**src/hdl/sio_defines.svh**
```systemverilog
// Offsets, field positions, reset values and timing counts of the synchronous serial port.
`ifndef SIO_DEFINES_SVH
`define SIO_DEFINES_SVH
`define ADDR_CONTROL 8'h20
`define ADDR_STATUS 8'h21
`define ADDR_DATA 8'h22
`define CTL_STOP_BIT 6
`define CONTROL_RESET 8'h00
`define RX_BUFFER_RESET 8'h00
`define TX_BUFFER_RESET 8'h00
`define ST_TX_UNDERRUN_FLAG_BIT 3
`define ST_RX_OVERRUN_FLAG_BIT 2
`define CLK_SEL_EXTERNAL 3'h7
`define CLK_SEL_SLOWEST 3'h0
`define FC_HALF_SLOWEST 12'h7FF
`define FC_SHIFT_BASE 4'h8
`define FS_HALF_TICKS_DEFAULT 8
`define LAST_BIT_INDEX 3'h7
`define IDLE_LINE_LEVEL 1'b1
`endif

```
**src/hdl/sio_pkg.sv**
```systemverilog
// Types shared by the synchronous serial port files.
package sio_pkg;
  // Transfer mode codes, in register order.
  typedef enum logic [1:0] {MODE_TX, MODE_RX, MODE_TXRX, MODE_RSVD} xfer_mode_t;
  // Control register layout, top bit first.
  typedef struct packed {
    logic transfer_start_bit;
    logic force_stop_bit;
    xfer_mode_t transfer_mode_field;
    logic bit_order_select;
    logic [2:0] clock_select;
  } control_t;
  // Status register layout, top bit first.
  typedef struct packed {
    logic transfer_active_flag;
    logic clock_count_flag;
    logic tx_buffer_empty_flag;
    logic rx_buffer_full_flag;
    logic tx_underrun_flag;
    logic rx_overrun_flag;
    logic [1:0] unused;
  } status_t;
  // Transfer engine states.
  typedef enum logic [1:0] {ENG_IDLE, ENG_SHIFT, ENG_GAP} engine_state_t;
endpackage : sio_pkg

```
**src/hdl/pin_edge_detect.sv**
```systemverilog
// Edge detector for a pin that is already synchronous to the clock.
`timescale 1ns/100ps
module pin_edge_detect #(
  parameter logic IDLE_LEVEL = 1'b1
) (
  // Clock and reset.
  input wire logic clk,
  input wire logic rst,
  // Pin level and its edges.
  input wire logic level,
  output logic rise,
  output logic fall
);
  logic prev_q;

  // The previous level starts at the idle level so that reset makes no false edge.
  always_ff @(posedge clk or posedge rst)
  begin
    if (rst)
      prev_q <= IDLE_LEVEL;
    else
      prev_q <= level;
  end

  // Edges are seen in the cycle in which the new level arrives.
  assign rise = level && !prev_q;
  assign fall = !level && prev_q;
endmodule : pin_edge_detect

```
**src/hdl/sck_rate_gen.sv**
```systemverilog
// Serial clock rate generator: one enable pulse per half period of the selected rate.
`timescale 1ns/100ps
`include "sio_defines.svh"
module sck_rate_gen #(
  parameter int unsigned FS_HALF_TICKS = `FS_HALF_TICKS_DEFAULT
) (
  // Clock and reset.
  input wire logic clk,
  input wire logic rst,
  // Rate selection.
  input wire logic run,
  input wire logic [2:0] clock_select,
  input wire logic use_low_freq,
  input wire logic fs_tick,
  // Half period enable.
  output logic half_tick
);
  logic [11:0] count_q;
  logic [11:0] limit;
  logic step;
  logic low_src;

  // The counter is twelve bits wide, so a longer half period cannot be served.
  if (FS_HALF_TICKS < 1 || FS_HALF_TICKS > 4096)
  begin : g_bad_fs
    $error("FS_HALF_TICKS out of range");
  end

  // Code 000 runs from the low-frequency tick when asked; other codes halve fc step by step.
  always_comb
  begin
    low_src = (clock_select == `CLK_SEL_SLOWEST) && use_low_freq;
    step = low_src ? fs_tick : 1'b1;
    if (low_src)
      limit = 12'(FS_HALF_TICKS - 1);
    else if (clock_select == `CLK_SEL_SLOWEST)
      limit = `FC_HALF_SLOWEST;
    else
      limit = (12'h001 << (`FC_SHIFT_BASE - {1'b0, clock_select})) - 12'h001;
  end

  // Restarting from zero when idle gives a full half period before the first edge.
  always_ff @(posedge clk or posedge rst)
  begin
    if (rst)
      count_q <= 12'h000;
    else if (!run)
      count_q <= 12'h000;
    else if (step)
      count_q <= (count_q == limit) ? 12'h000 : count_q + 12'h001;
  end

  assign half_tick = run && step && (count_q == limit);
endmodule : sck_rate_gen

```
**src/hdl/sync_serial_port_control.sv**
```systemverilog
// Synchronous serial port: register file, byte transfer engine and pin drivers.
`timescale 1ns/100ps
`include "sio_defines.svh"
// Function
// Control top bit starts or stops transfers.
// Force-stop aborts at once, then self-clears.
// Force-stop resets start, status and buffers.
// Mode field: transmit, receive, full duplex.
// Order bit picks MSB or LSB first.
// Clock field picks divider or external clock.
// Software changes setup only when idle.
// Active flag high while a transfer runs.
// Count flag high between clocks one and seven; here it stays high from the first falling edge to the eighth rising edge.
// Transmit-empty flag shows transmit buffer state.
// Receive-full flag shows waiting received data.
// External clock underrun sets sticky error.
// External clock overrun sets sticky error.
// Stopping transfers leaves error flags alone.
// Writes to a full transmit buffer dropped.
// One address: read receive, write transmit.
// Software avoids read-modify-write on transmit buffer.
// Software sets port latches high first.
// Active flag rises on first falling edge.
// Drive on leading edge, sample on trailing.
// Internal clock pin idles high.
// Internal clock waits for software buffer service.
// Eighth bit loads receive buffer, sets full.
// Transmit write clears empty, shift load sets.
module sync_serial_port_control #(
  parameter int unsigned FS_HALF_TICKS = `FS_HALF_TICKS_DEFAULT
) (
  // Clock and reset.
  input wire logic clk,
  input wire logic rst,
  // Register port.
  input wire logic [7:0] reg_addr,
  input wire logic [7:0] reg_wdata,
  input wire logic reg_wr,
  input wire logic reg_rd,
  output logic [7:0] reg_rdata,
  // Clock source options from the system.
  input wire logic timebase_divider_select,
  input wire logic slow_mode,
  input wire logic fs_tick,
  // Serial pins.
  input wire logic serial_in_pin,
  output logic serial_out_pin,
  input wire logic serial_clock_pin_in,
  output logic serial_clock_pin_out,
  output logic serial_clock_pin_oe,
  // Status view for the system.
  output sio_pkg::status_t status
);
  import sio_pkg::*;

  control_t ctrl_q;
  engine_state_t state_q;
  logic [7:0] rx_buf_q, tx_buf_q, shift_q, shift_src, shift_in, rdata_q;
  logic [2:0] bit_cnt_q;
  logic tx_empty_q, rx_full_q, tx_underrun_flag_q, rx_overrun_flag_q, sck_q, so_q;
  logic wr_ctl, wr_st, wr_data, rd_data, force_stop;
  logic ext, has_tx, has_rx, ready, half_tick, pin_rise, pin_fall;
  logic fall_ev, rise_ev, byte_start, byte_done, load_shift, msb_now, lsb_now;

  // Address decode; the data address splits by direction.
  assign wr_ctl = reg_wr && (reg_addr == `ADDR_CONTROL);
  assign wr_st = reg_wr && (reg_addr == `ADDR_STATUS);
  assign wr_data = reg_wr && (reg_addr == `ADDR_DATA);
  assign rd_data = reg_rd && (reg_addr == `ADDR_DATA);
  assign force_stop = wr_ctl && reg_wdata[`CTL_STOP_BIT];

  // Mode decode; the reserved mode is never ready, so it never starts a byte on the internal clock.
  assign ext = (ctrl_q.clock_select == `CLK_SEL_EXTERNAL);
  assign has_tx = (ctrl_q.transfer_mode_field == MODE_TX) || (ctrl_q.transfer_mode_field == MODE_TXRX);
  assign has_rx = (ctrl_q.transfer_mode_field == MODE_RX) || (ctrl_q.transfer_mode_field == MODE_TXRX);
  assign ready = (ctrl_q.transfer_mode_field != MODE_RSVD) && (!has_tx || !tx_empty_q)
    && (!has_rx || !rx_full_q);

  // Internal serial clock rate; it keeps running to the end of a byte after the start bit drops.
  sck_rate_gen #(
    .FS_HALF_TICKS(FS_HALF_TICKS)
  ) sck_rate_gen_i (
    .clk(clk),
    .rst(rst),
    .run((ctrl_q.transfer_start_bit || (state_q == ENG_SHIFT)) && !ext),
    .clock_select(ctrl_q.clock_select),
    .use_low_freq(timebase_divider_select || slow_mode),
    .fs_tick(fs_tick),
    .half_tick(half_tick)
  );

  // Edges of the clock pin when another party drives it.
  pin_edge_detect #(
    .IDLE_LEVEL(`IDLE_LINE_LEVEL)
  ) pin_edge_detect_i (
    .clk(clk),
    .rst(rst),
    .level(serial_clock_pin_in),
    .rise(pin_rise),
    .fall(pin_fall)
  );

  // Shift events. With the internal clock a new byte waits at a high clock until the buffers are
  // serviced; with an external clock there is no way to hold the partner, so errors are flagged instead.
  always_comb
  begin
    if (ext)
    begin
      fall_ev = pin_fall && ((state_q == ENG_SHIFT) || ctrl_q.transfer_start_bit);
      rise_ev = pin_rise && (state_q == ENG_SHIFT);
    end
    else
    begin
      fall_ev = half_tick && sck_q && ((state_q == ENG_SHIFT) || (ctrl_q.transfer_start_bit && ready));
      rise_ev = half_tick && !sck_q;
    end
  end

  // Byte boundaries and the shift register inputs.
  assign byte_start = fall_ev && (state_q != ENG_SHIFT);
  assign byte_done = rise_ev && (bit_cnt_q == `LAST_BIT_INDEX);
  assign load_shift = byte_start && has_tx && !tx_empty_q;
  assign shift_src = load_shift ? tx_buf_q : shift_q;
  assign shift_in = ctrl_q.bit_order_select ? {serial_in_pin, shift_q[7:1]} : {shift_q[6:0], serial_in_pin};
  assign msb_now = shift_q[7];
  assign lsb_now = shift_q[0];

  // Control register; the force-stop bit reads back as one for a single cycle, then drops.
  always_ff @(posedge clk or posedge rst)
  begin
    if (rst)
      ctrl_q <= control_t'(`CONTROL_RESET);
    else if (wr_ctl)
    begin
      ctrl_q <= control_t'(reg_wdata);
      if (force_stop)
        ctrl_q.transfer_start_bit <= 1'b0;
    end
    else
      ctrl_q.force_stop_bit <= 1'b0;
  end

  // Transfer engine: the clock pin falls to drive a bit and rises to sample one.
  always_ff @(posedge clk or posedge rst)
  begin
    if (rst)
    begin
      state_q <= ENG_IDLE;
      bit_cnt_q <= 3'h0;
      sck_q <= `IDLE_LINE_LEVEL;
      so_q <= `IDLE_LINE_LEVEL;
      shift_q <= 8'h00;
    end
    else if (force_stop)
    begin
      state_q <= ENG_IDLE;
      bit_cnt_q <= 3'h0;
      sck_q <= `IDLE_LINE_LEVEL;
      so_q <= `IDLE_LINE_LEVEL;
    end
    else
    begin
      if (ext)
        sck_q <= `IDLE_LINE_LEVEL;
      else if (fall_ev)
        sck_q <= 1'b0;
      else if (rise_ev)
        sck_q <= 1'b1;
      if (fall_ev)
      begin
        shift_q <= shift_src;
        if (has_tx)
          so_q <= ctrl_q.bit_order_select ? shift_src[0] : shift_src[7];
        else
          so_q <= `IDLE_LINE_LEVEL;
      end
      else if (rise_ev)
      begin
        shift_q <= shift_in;
        bit_cnt_q <= bit_cnt_q + 3'h1;
      end
      case (state_q)
        ENG_IDLE:
        begin
          if (byte_start)
            state_q <= ENG_SHIFT;
        end
        ENG_SHIFT:
        begin
          if (byte_done)
            state_q <= ctrl_q.transfer_start_bit ? ENG_GAP : ENG_IDLE;
        end
        ENG_GAP:
        begin
          if (byte_start)
            state_q <= ENG_SHIFT;
          else if (!ctrl_q.transfer_start_bit)
            state_q <= ENG_IDLE;
        end
        default:
          state_q <= ENG_IDLE;
      endcase
    end
  end

  // Transmit buffer: accepted only when empty; moving it into the shift register empties it.
  always_ff @(posedge clk or posedge rst)
  begin
    if (rst)
    begin
      tx_buf_q <= `TX_BUFFER_RESET;
      tx_empty_q <= 1'b1;
    end
    else if (force_stop)
    begin
      tx_buf_q <= `TX_BUFFER_RESET;
      tx_empty_q <= 1'b1;
    end
    else if (load_shift)
      tx_empty_q <= 1'b1;
    else if (wr_data && tx_empty_q)
    begin
      tx_buf_q <= reg_wdata;
      tx_empty_q <= 1'b0;
    end
  end

  // Receive buffer: a finished byte loads only into an empty buffer; one that ends while it is full is lost, even with a read in the same cycle.
  always_ff @(posedge clk or posedge rst)
  begin
    if (rst)
    begin
      rx_buf_q <= `RX_BUFFER_RESET;
      rx_full_q <= 1'b0;
    end
    else if (force_stop)
    begin
      rx_buf_q <= `RX_BUFFER_RESET;
      rx_full_q <= 1'b0;
    end
    else if (byte_done && has_rx && !rx_full_q)
    begin
      rx_buf_q <= shift_in;
      rx_full_q <= 1'b1;
    end
    else if (rd_data)
      rx_full_q <= 1'b0;
  end

  // Error flags are sticky: a new error wins over a clearing write, and the start bit never clears them.
  always_ff @(posedge clk or posedge rst)
  begin
    if (rst)
    begin
      tx_underrun_flag_q <= 1'b0;
      rx_overrun_flag_q <= 1'b0;
    end
    else if (force_stop)
    begin
      tx_underrun_flag_q <= 1'b0;
      rx_overrun_flag_q <= 1'b0;
    end
    else
    begin
      if (ext && byte_start && has_tx && tx_empty_q)
        tx_underrun_flag_q <= 1'b1;
      else if (wr_st && !reg_wdata[`ST_TX_UNDERRUN_FLAG_BIT])
        tx_underrun_flag_q <= 1'b0;
      if (ext && byte_done && has_rx && rx_full_q)
        rx_overrun_flag_q <= 1'b1;
      else if (wr_st && !reg_wdata[`ST_RX_OVERRUN_FLAG_BIT])
        rx_overrun_flag_q <= 1'b0;
    end
  end

  // Status word, built from live state.
  always_comb
  begin
    status.transfer_active_flag = (state_q != ENG_IDLE);
    status.clock_count_flag = (state_q == ENG_SHIFT);
    status.tx_buffer_empty_flag = tx_empty_q;
    status.rx_buffer_full_flag = rx_full_q;
    status.tx_underrun_flag = tx_underrun_flag_q;
    status.rx_overrun_flag = rx_overrun_flag_q;
    status.unused = 2'h0;
  end

  // Read data: the transmit buffer cannot be read back, so the shared address returns received data.
  always_ff @(posedge clk or posedge rst)
  begin
    if (rst)
      rdata_q <= 8'h00;
    else if (reg_rd)
    begin
      case (reg_addr)
        `ADDR_CONTROL: rdata_q <= ctrl_q;
        `ADDR_STATUS: rdata_q <= status;
        `ADDR_DATA: rdata_q <= rx_buf_q;
        default: rdata_q <= 8'h00;
      endcase
    end
  end

  // Pin and bus outputs.
  assign reg_rdata = rdata_q;
  assign serial_out_pin = so_q;
  assign serial_clock_pin_out = sck_q;
  assign serial_clock_pin_oe = !ext;
endmodule : sync_serial_port_control

```
**config.mk**
```make
export PLATFORM = sky130hd
export DESIGN_NAME = sync_serial_port_control
export DESIGN_NICKNAME = d
export VERILOG_FILES = /design/src/hdl/sio_pkg.sv /design/src/hdl/pin_edge_detect.sv /design/src/hdl/sck_rate_gen.sv /design/src/hdl/sync_serial_port_control.sv
export VERILOG_INCLUDE_DIRS = /design/src /design/src/hdl
export SDC_FILE = /design/constraint.sdc
export NUM_CORES = 1
export LEC_CHECK = 0
export ABC_CLOCK_PERIOD_IN_PS = 10900
export BUFFER_PORTS_ARGS = -buffer_cell sky130_fd_sc_hd__buf_4
export CAP_MARGIN = 20
export CORE_MARGIN = 1
export CORE_UTILIZATION = 64
export DETAILED_ROUTE_END_ITERATION = 12
export PLACE_DENSITY = 0.92
export SLEW_MARGIN = 30
export SYNTH_ARGS = -nofsm -noshare
export SYNTH_HDL_FRONTEND = slang
export SYNTH_SLANG_ARGS = --single-unit
```
**constraint.sdc**
```tcl
create_clock -name clk -period 10.9 [get_ports clk]
set_input_delay 2.18 -clock clk [delete_from_list [all_inputs] [get_ports clk]]
set_output_delay 2.18 -clock clk [all_outputs]
set_load 0.01 [all_outputs]
```
==> results of run 1 <==
==> area by class of cell <==
type / count / area (sq um)
Multi-Input combinational cell: 314 / 2240
Clock buffer: 12 / 145.1
Tap cell: 75 / 93.84
Fill cell: 408 / 1453
Clock inverter: 4 / 53.80
Timing Repair Buffer: 46 / 342.8
Inverter: 15 / 56.30
Sequential cell: 64 / 1607
==> worst min path at each step <==
stage,start,to,slack (ns),depth (start not counted)
after detailed placement,tx_buf_q[2],tx_buf_q[2],0.49,1
final,tx_buf_q[2],tx_buf_q[2],0.51,1
after global placement,tx_buf_q[3],tx_buf_q[3],0.48,1
after global routing,tx_buf_q[2],tx_buf_q[2],0.53,1
after floorplan,tx_buf_q[1],tx_buf_q[1],0.46,1
after CTS,tx_buf_q[2],tx_buf_q[2],0.51,1
==> routing by layer <==
metal  vias to the layer above  wire length (um)  part of all wire [%]
li1                       1573                 -                     -
met3                        33               652                   6.6
met2                       157              4846                    49
met4                         0               343                   3.5
met1                      1669              4023                    41
met5                         -                 0                     0
==> cell usage in the layout (no fill, tap or decap), types with 7 or more instances in the layout <==
master	n
buf_4	45
o2bb2ai_1	8
nand3_1	18
o21ai_0	19
ha_1	7
nor2_1	44
a21oi_1	14
clkbuf_8	10
mux2_2	16
and2_1	10
a22o_1	9
nand2_1	30
dfrtp_1	60
mux2i_1	22
nand2b_1	8
inv_1	13
==> worst max-delay path: stages, from the launching register on <==
cell	delay (ns)
dfrtp_1	0.70
nor2_1	0.14
ha_1	0.49
or2_1	0.36
or2_2	0.32
ha_1	0.29
nor2b_2	0.21
and3_1	0.20
a221oi_2	0.26
o21ai_0	0.20
a32oi_4	0.27
nor2_4	0.12
a32oi_1	0.62
buf_2	0.33
mux2i_1	0.23
nor2_1	0.06
==> power by group <==
group	internal [mW]	total, mW	leakage, nW	switching, mW
Clock	0.112	0.204	0.0928	0.0919
Sequential	0.269	0.309	0.830	0.0401
Combinational	0.0959	0.207	1.17	0.112
==> through the flow <==
step	area (sq um)	worst slack [ns]
detailed placement	4339	6.075
global placement	4334	6.138
global route	4538	5.700
floorplan	4039	6.751
CTS	4538	6.071
finish	4538	5.958
==> state kept, by name, summed over array words and instances, names as in the netlist, 2 cells and up <==
signal / count
sck_rate_gen_i.count_q: 12
ctrl_q: 8
reg_rdata: 8
rx_buf_q: 8
shift_q: 8
tx_buf_q: 8
bit_cnt_q: 3
state_q: 2
==> logic make-up after synthesis <==
group,after synthesis,synth area share [%]
buffers and inverters,39,4.930
multiplexers,39,10.48
adder cells (fa/ha/maj),7,2.170
XOR/XNOR,9,1.953
AND/OR/NAND/NOR,163,22.26
other,1,0.09293
flip-flops,64,39.81
AO/OA/AOI/OAI,94,18.29
==> metrics.log, run 1 <==
INFO  metric core_area = 0.005991 sq mm
INFO  metric length_in_cells_of_the_worst_reg_to_reg_path = 15
INFO  metric holdCritPathClass = register to register
INFO  metric grt_usage = 33.01%
INFO  metric skew = 0.01160 ns
INFO  metric die_height = 81.41 um
INFO  metric synth_cell_types = 74
INFO  metric worst_skew_pair.late_latency = 0.35 ns
INFO  metric grt_max_degree = 60
INFO  metric cp-start-kind = register
INFO  metric drt_pre_antenna_iters = 5
INFO  metric routed-via-count = 3432
INFO  metric cts_max_level = 3
INFO  metric timing.critical_path.from = ctrl_q[1]
INFO  metric dpl.cell_count = 514
INFO  metric die_area = 0.006627 sq mm
INFO  metric power_per_cell_area = 158.8 mW/mm^2
INFO  metric place_congestion = 0.9294
INFO  metric rsz0062_at_grt = false
INFO  metric final.min_clock_period = 4.942 ns
INFO  metric max_freq = 0.2024 GHz
INFO  metric reg2reg_slack = 5.96 ns
INFO  metric design.portCount = 44
INFO  metric final_core_util = 75.75%
INFO  metric fin_crit_sh = 45.34%
INFO  metric row_count = 28
INFO  metric numCtsBuffers = 9
INFO  metric yosys_warnings = 0
INFO  metric synth.avg_cell_area = 9.700 sq um
INFO  metric grt_pass1_wl = 15.95 mm
INFO  metric cts_root_buf = clkbuf_8
INFO  metric grt_antenna_before_repair = 0
INFO  metric timing.hold.ws = 0.5083 ns
INFO  metric worst_case_vdd_ir_drop = 111.5 uV
INFO  metric area.growth.synth_to_final = 12.47%
INFO  metric port_buffers = 41
INFO  metric fin_setup_tns = 0 ns
INFO  metric outcome = completed
INFO  metric worst_ep_required_time = 11.10 ns
INFO  metric gr-usage-met3 = 8.202%
INFO  metric cts.hold.buffers_added = 0
INFO  metric drc_errors = 0
INFO  metric timing.setup.critical_path_class = register to register
INFO  metric reg2reg_from = ctrl_q[1]
INFO  metric cts_clock_pin_slew_for_the_worst_setup_and_hold_paths = 0.07 ns
INFO  metric synth_async_sr_flop_share = 100.0%
INFO  metric fin_cells = 530
INFO  metric cts.repair.resized = 0
INFO  metric nNetsFinal = 482
INFO  metric clock_path_buffers = 2
INFO  metric route.detailed.wl_per_inst = 18.62 um
INFO  metric timing_hold_violations_final = 0
INFO  metric drt.antenna.violating_nets = 0
INFO  metric first_global_vias = 3265
INFO  metric slew_violations = 0
INFO  metric yosysSeqAreaShare = 39.81%
INFO  metric grt_util_met1 = 40.98%
INFO  metric worst_slew_margin_relative_to_its_limit = 44.80%
INFO  metric drt_iter0_drc = 255
INFO  metric critical_path_peak_fanout = 15
INFO  metric yosys.area.top_type = dfrtp_1
INFO  metric die_x = 81.41 um
INFO  metric postSynthRegisterBits = 64
INFO  metric dp.final_hpwl = 7.164 mm
INFO  metric number_of_enable_type_register_cells_in_the_synthesized_netlist = 0
INFO  metric grt.met2_usage = 52.92%
INFO  metric grt_busiest_layer = met2
INFO  metric tritoncts_num_sinks = 64
INFO  metric worst_r2r_endpoint = rx_buf_q[5]
INFO  metric synth_ff_type = dfrtp_1
INFO  metric final_layout_size_suffix_gt1_share = 23.52%
INFO  metric setup_viol = 0
INFO  metric crit_arrival = 5.14 ns
INFO  metric worst_setup_path_end_kind = register
INFO  metric postRouteWirelength = 9.866 mm
INFO  metric synth_area = 0.004035 sq mm
INFO  metric synth_top_area_share = 37.21%
INFO  metric critPathCapture = rx_buf_q[5]
INFO  metric ys_top_cells_by_area = dfrtp_1 37%, mux2i_1 5.5%, mux2_2 4.5%
INFO  metric postCtsSetupBuffers = 0
INFO  metric start_util = 67.36%
INFO  metric cts_tree = yes
INFO  metric maxCapViolations = 0
INFO  metric drt-vias-per-instance = 6.475
INFO  metric fin_total_pwr = 0.7208 mW
INFO  metric synth_cells = 416
INFO  metric antenna_cells = 0
INFO  metric p_leak = 2.097 nW
INFO  metric synth_most_common_cell = dfrtp_1
INFO  metric max_slew.worst_pin.slew = 0.8271 ns
INFO  metric globalRouteOverflowTotal = 0
INFO  metric netlist_top_cells_count = 60 x dfrtp_1, 44 x nor2_1, 30 x nand2_1
Note: power is estimated with default switching activity, not from simulation.
==> run 2, diff against run 1 <==
Settings changed: ABC_CLOCK_PERIOD_IN_PS 10900 to 4950, CORE_UTILIZATION 64 to 59, PLACE_DENSITY 0.92 to 0.86.
Clock period 10.9 ns to 4.95 ns, I/O delays scaled along.
==> metrics.log, run 2 (synthesis results as in run 1) <==
INFO  metric postRouteWirelength = 10.03 mm (+1.6%)
INFO  metric tritoncts_num_sinks = 64 (unchanged)
INFO  metric drt-vias-per-instance = 6.419 (-0.88%)
INFO  metric core_area = 0.006459 sq mm (+7.8%)
INFO  metric first_global_vias = 3376 (+3.4%)
INFO  metric worst_slew_margin_relative_to_its_limit = 47.45% (+2.6 points)
INFO  metric fin_crit_sh = 89.06% (+44 points)
INFO  metric routed-via-count = 3434 (+0.058%)
INFO  metric place_congestion = 0.9025 (-2.9%)
INFO  metric final_core_util = 71.37% (-4.4 points)
INFO  metric final_common_cell = dfrtp_1
INFO  metric drt_iter0_drc = 435 (+71%)
INFO  metric drc_errors = 1 (+1)
INFO  metric antenna_cells = 0 (unchanged)
INFO  metric cts.hold.buffers_added = 0 (unchanged)
INFO  metric maxCapViolations = 0 (unchanged)
INFO  metric die_x = 84.70 um (+4.0%)
INFO  metric setup_viol = 0 (unchanged)
INFO  metric worst_ep_required_time = 5.20 ns (-5.90 ns)
INFO  metric design.portCount = 44 (unchanged)
INFO  metric cp-start-kind = register
INFO  metric area.growth.synth_to_final = 14.23%
INFO  metric critical_path_peak_fanout = 14 (-1)
INFO  metric p_leak = 2.145 nW (+2.3%)
INFO  metric largest_reg_flops = 12 (unchanged)
INFO  metric route.detailed.wl_per_inst = 18.74 um (+0.67%)
INFO  metric worst_setup_path_end_kind = register
INFO  metric start_util = 62.48% (-4.9 points)
INFO  metric row_count = 29 (+3.6%)
INFO  metric worst_skew_pair.late_latency = 0.34 ns (about the same)
INFO  metric max_slew.worst_pin.slew = 0.7854 ns (-0.04174 ns)
INFO  metric worst_case_vdd_ir_drop = 258.9 uV (+130%)
INFO  metric fin_setup_tns = 0 ns (unchanged)
INFO  metric crit_arrival = 4.66 ns (-0.48 ns)
INFO  metric timing.setup.critical_path_class = register to register
INFO  metric outcome = complete, but fails checks
INFO  metric cts_clock_pin_slew_for_the_worst_setup_and_hold_paths = 0.08 ns (about the same)
INFO  metric port_buffers = 41 (unchanged)
INFO  metric regMostFlops = sck_rate_gen_i.count_q
INFO  metric max_freq = 0.2268 GHz (+12%)
INFO  metric clock_path_buffers = 2 (unchanged)
INFO  metric grt_pass1_wl = 16.19 mm (+1.5%)
INFO  metric numCtsBuffers = 9 (unchanged)
INFO  metric nNetsFinal = 485 (+0.62%)
INFO  metric grt_usage = 29.09% (-3.9 points)
INFO  metric postCtsSetupBuffers = 0 (unchanged)
INFO  metric skew = 0.01070 ns (-0.0009010 ns)
INFO  metric grt_max_degree = 37 (-38%)
INFO  metric violated_checks = design-rule violations
INFO  metric drt_pre_antenna_iters = 12 (+7)
INFO  metric final_layout_size_suffix_gt1_share = 24.24% (+0.72 points)
INFO  metric timing_hold_violations_final = 0 (unchanged)
INFO  metric cts_root_buf = clkbuf_8
INFO  metric cts_max_level = 3 (unchanged)
INFO  metric grt_antenna_before_repair = 0 (unchanged)
INFO  metric globalRouteOverflowTotal = 0 (unchanged)
INFO  metric final.min_clock_period = 4.408 ns (-0.5332 ns)
INFO  metric cts_tree = yes
INFO  metric layout_common_cells = 60 x dfrtp_1, 49 x buf_4, 44 x nor2_1
INFO  metric slew_violations = 0 (unchanged)
INFO  metric die_height = 84.70 um (+4.0%)
INFO  metric die_area = 0.007174 sq mm (+8.3%)
INFO  metric power_per_cell_area = 368.5 mW/mm^2 (+130%)
INFO  metric drt.antenna.violating_nets = 0 (unchanged)
INFO  metric rsz0062_at_grt = false
INFO  metric holdCritPathClass = register to register
INFO  metric cts.repair.resized = 0 (unchanged)
INFO  metric dp.final_hpwl = 7.145 mm (-0.27%)
## run 2: cell types whose count changed in the layout (fill, tap and decap cells not counted)
cell / delta
buf_2: -1
buf_4: +4
bufinv_16: +2
clkbuf_1: -2
clkbuf_8: -1
clkinvlp_4: -2
inv_6: +3
nor4_1: +1
nor4_2: -1
## run 2: final cells by class
class,instances,area (sq um)
sequential,64,1607
tap,77,96.34
inverter,15,56.30
clock buffer,9,123.9
clock inverter,7,125.1
multi-input combinational,314,2233
timing repair buffer,49,367.9
fill,468,1849
## run 2: worst paths after layout
| check | startpoint | to | slack, ns | depth (start not counted) |
|---|---|---|---|---|
| setup / recovery | ctrl_q[0] | shift_q[2] | 0.54 | 14 |
| hold / removal | tx_buf_q[3] | tx_buf_q[3] | 0.50 | 1 |
| setup reg to reg | ctrl_q[0] | shift_q[2] | 0.54 | 14 |
| hold reg to reg | tx_buf_q[3] | tx_buf_q[3] | 0.50 | 1 |
| max in group asynchronous | rst | pin_edge_detect_i.prev_q | 3.32 | 3 |
| min in group asynchronous | rst | ctrl_q[1] | 0.72 | 2 |
## run 2: routing by layer
layer | part of all wire, % | routed length, um | track usage (%) | up-vias
met5 | 0 | 0 | 0 | -
met4 | 2.4 | 239 | 12.33 | 0
met3 | 5.8 | 578 | 5.015 | 24
met2 | 49 | 4899 | 47.15 | 142
met1 | 43 | 4309 | 38.76 | 1689
li1 | - | - | - | 1579
## run 2: stage by stage
stage | instance area, sq um | total power, mW | hold slack (ns) | worst slack (ns) | std cells
2_1_floorplan | 4039 | 1.012 | 0.4579 | 1.199 | 417
3_3_place_gp | 4360 | 1.111 | 0.4765 | 0.7609 | 519
3_5_place_dp | 4360 | 1.130 | 0.4733 | 0.6139 | 519
4_1_cts | 4609 | 1.696 | 0.5015 | 0.5692 | 535
5_1_grt | 4609 | 1.778 | 0.5128 | 0.2855 | 535
6_report | 4609 | 1.699 | 0.5016 | 0.5416 | 535
## run 2: power by group
part	switching (mW)	internal (mW)	leakage (nW)
sequential	0.0839	0.591	0.830
combinational	0.244	0.212	1.19
clock	0.227	0.341	0.125
## run 2: worst max-delay path, stage by stage (launching register included)
cell	delay, ns
dfrtp_1	0.61
nor2_1	0.12
ha_1	0.47
or2_1	0.34
or2_2	0.31
ha_1	0.29
nor2b_2	0.22
and3_1	0.18
a221oi_2	0.26
o21ai_0	0.20
a32oi_4	0.26
nor2_4	0.12
o31ai_4	0.50
o21bai_4	0.28
o2bb2ai_1	0.16
==> run 3, diff against run 2 <==
Settings changed: ABC_CLOCK_PERIOD_IN_PS 4950 to 5670, CORE_UTILIZATION 59 to 64, PLACE_DENSITY 0.86 to 0.92.
Clock period 4.95 ns to 5.67 ns, I/O delays scaled along.
==> metrics.log, run 3 (synthesis results as in run 1) <==
INFO  metric outcome = completed
INFO  metric worst_ep_required_time = 5.88 ns (+0.68 ns)
INFO  metric postLayoutSetupSlackWorst = 1.050 ns (+0.5088 ns)
INFO  metric grt_usage = 31.85% (+2.8 points)
INFO  metric drc_errors = 0 (-1)
INFO  metric core_area = 0.005991 sq mm (-7.2%)
INFO  metric start_util = 67.36% (+4.9 points)
INFO  metric cts.repair.resized = 0 (unchanged)
INFO  metric drt_pre_antenna_iters = 5 (-7)
INFO  metric grt_max_degree = 53 (+43%)
INFO  metric place_congestion = 0.9147 (+1.4%)
INFO  metric largest_reg_flops = 12 (unchanged)
INFO  metric layout_common_cells = 60 x dfrtp_1, 45 x buf_4, 44 x nor2_1
INFO  metric maxCapViolations = 0 (unchanged)
INFO  metric regMostFlops = sck_rate_gen_i.count_q
INFO  metric postCtsSetupBuffers = 0 (unchanged)
INFO  metric setup_viol = 0 (unchanged)
INFO  metric timing.setup.critical_path_class = register to register
INFO  metric critPathCapture = shift_q[6]
INFO  metric critical_path.most_common_cell = ha_1
INFO  metric max_slew.worst_pin.slew = 0.8349 ns (+0.04946 ns)
INFO  metric cp_num_buf_inv = 0 (unchanged)
INFO  metric worst_setup_path_end_kind = register
INFO  metric worst_slew_margin_relative_to_its_limit = 44.28% (-3.2 points)
INFO  metric p_int = 0.9283 mW (-19%)
INFO  metric postRouteWirelength = 9.751 mm (-2.7%)
INFO  metric holdCritPathClass = register to register
INFO  metric rsz0062_at_grt = false
INFO  metric die_x = 81.41 um (-3.9%)
INFO  metric placement.setup.worst_slack = 1.143 ns (+0.5288 ns)
INFO  metric fin_setup_tns = 0 ns (unchanged)
INFO  metric tritoncts_num_sinks = 64 (unchanged)
INFO  metric power_frac_clock = 28.9% (-4.5 points)
INFO  metric min_path_cells = 1 (unchanged)
INFO  metric cts_clock_pin_slew_for_the_worst_setup_and_hold_paths = 0.07 ns (about the same)
INFO  metric dp.final_hpwl = 7.034 mm (-1.5%)
INFO  metric max_freq = 0.2165 GHz (-4.6%)
INFO  metric numCtsBuffers = 9 (unchanged)
INFO  metric row_count = 28 (-3.4%)
INFO  metric crit_chain = nor2_1 -> ha_1 -> or2_1 -> or2_2 -> ha_1 -> nor2b_2 -> and3_1 -> a221oi_2 -> o21ai_0 -> a32oi_4 -> nor3_2 -> nor2_2 -> mux2i_1 -> o2bb2ai_1
INFO  metric worst_skew_pair.late_latency = 0.35 ns (about the same)
INFO  metric pwr-share-comb = 28.2% (+1.4 points)
INFO  metric critical_path.top_delay_family = simple AND/OR/NAND/NOR gates
INFO  metric fin_crit_sh = 81.47% (-7.6 points)
INFO  metric cp-start-kind = register
INFO  metric max_stage_delay = 0.65 ns (+0.04 ns)
INFO  metric cts_tree = yes
INFO  metric cts_root_buf = clkbuf_8
INFO  metric nNetsFinal = 481 (-0.82%)
INFO  metric length_in_cells_of_the_worst_reg_to_reg_path = 14 (unchanged)
INFO  metric reg2reg_from = ctrl_q[1]
INFO  metric antenna_cells = 0 (unchanged)
INFO  metric route.detailed.wl_per_inst = 18.43 um (-1.6%)
INFO  metric globalRouteOverflowTotal = 0 (unchanged)
INFO  metric p_leak = 2.098 nW (-2.2%)
INFO  metric final_common_cell = dfrtp_1
INFO  metric relative_contribution_of_sequential_cells_to_total_power = 42.9% (+3.1 points)
INFO  metric worst_r2r_endpoint = shift_q[6]
INFO  metric cts.hold.buffers_added = 0 (unchanged)
INFO  metric grt_pass1_wl = 15.42 mm (-4.8%)
INFO  metric critical_path_cell_count = 14 (unchanged)
INFO  metric timing.hold.ws = 0.5032 ns (+0.001620 ns)
INFO  metric critical_path_peak_fanout = 15 (+1)
INFO  metric routed-via-count = 3410 (-0.70%)
INFO  metric drt-vias-per-instance = 6.446 (+0.43%)
INFO  metric crit_arrival = 4.83 ns (+0.17 ns)
INFO  metric timing.critical_path.slowest_stage_cell = nor2_2
INFO  metric worst_case_vdd_ir_drop = 198.4 uV (-23%)
INFO  metric drt_iter0_drc = 233 (-46%)
INFO  metric final.min_clock_period = 4.620 ns (+0.2112 ns)
INFO  metric area.growth.synth_to_final = 12.53%
INFO  metric die_height = 81.41 um (-3.9%)
INFO  metric timing.critical_path.from = ctrl_q[1]
INFO  metric power.net_switching = 0.4554 mW (-18%)
INFO  metric timing_hold_violations_final = 0 (unchanged)
INFO  metric clock_path_buffers = 2 (unchanged)
INFO  metric skew = 0.008222 ns (-0.002478 ns)
INFO  metric drt.antenna.violating_nets = 0 (unchanged)
INFO  metric port_buffers = 41 (unchanged)
INFO  metric design.portCount = 44 (unchanged)
INFO  metric power_switching_share = 32.91% (+0.28 points)
INFO  metric final_layout_size_suffix_gt1_share = 23.35% (-0.89 points)
INFO  metric grt_antenna_before_repair = 0 (unchanged)
INFO  metric first_global_vias = 3162 (-6.3%)
INFO  metric die_area = 0.006627 sq mm (-7.6%)
INFO  metric cts_max_level = 3 (unchanged)
INFO  metric power_per_cell_area = 304.7 mW/mm^2 (-17%)
INFO  metric reg2reg_slack = 1.05 ns (+0.51 ns)
INFO  metric slew_violations = 0 (unchanged)
==> run 3: worst min path at each step <==
| stage | start | endpoint |
|---|---|---|
| final | tx_buf_q[3] | tx_buf_q[3] |
| after CTS | tx_buf_q[3] | tx_buf_q[3] |
| after global routing | tx_buf_q[2] | tx_buf_q[2] |
| after global placement | tx_buf_q[5] | tx_buf_q[5] |
| after floorplan | tx_buf_q[1] | tx_buf_q[1] |
| after detailed placement | tx_buf_q[3] | tx_buf_q[3] |
==> run 3: metrics by stage <==
stage | utilization, % | area, sq um | power [mW] | cells
after floorplan | - | 4039 | 0.8837 | 417
after global placement | 72.35 | 4334 | 0.9681 | 513
after detailed placement | 72.45 | 4340 | 0.9866 | 513
after CTS | 75.79 | 4541 | 1.384 | 529
after global routing | 75.79 | 4541 | 1.450 | 529
final | 75.79 | 4541 | 1.384 | 529
==> run 3: layout make-up <==
class / instances / area, sq um
tap: 75 / 93.84
fill: 408 / 1450
multi-input combinational: 314 / 2246
clock buffer: 14 / 162.7
sequential: 64 / 1607
clock inverter: 2 / 37.54
timing repair buffer: 45 / 337.8
inverter: 15 / 56.30
==> run 3: routing by layer <==
metal	routed length, um	GRT usage (%)	vias to the layer above	part of all wire (%)
met3	679	6.742	38	7.0
met4	405	21.07	0	4.2
li1	-	-	1570	-
met2	4703	50.58	150	48
met1	3963	38.91	1652	41
met5	0	0	-	0
==> run 3: power by group through the flow <==
stage / registers, mW / clock network, mW / logic [mW]
4_1_cts: 0.591 / 0.402 / 0.391
6_report: 0.594 / 0.399 / 0.391
3_3_place_gp: 0.596 / 0 / 0.372
5_1_grt: 0.601 / 0.422 / 0.427
2_1_floorplan: 0.576 / 0 / 0.307
3_5_place_dp: 0.599 / 0 / 0.388
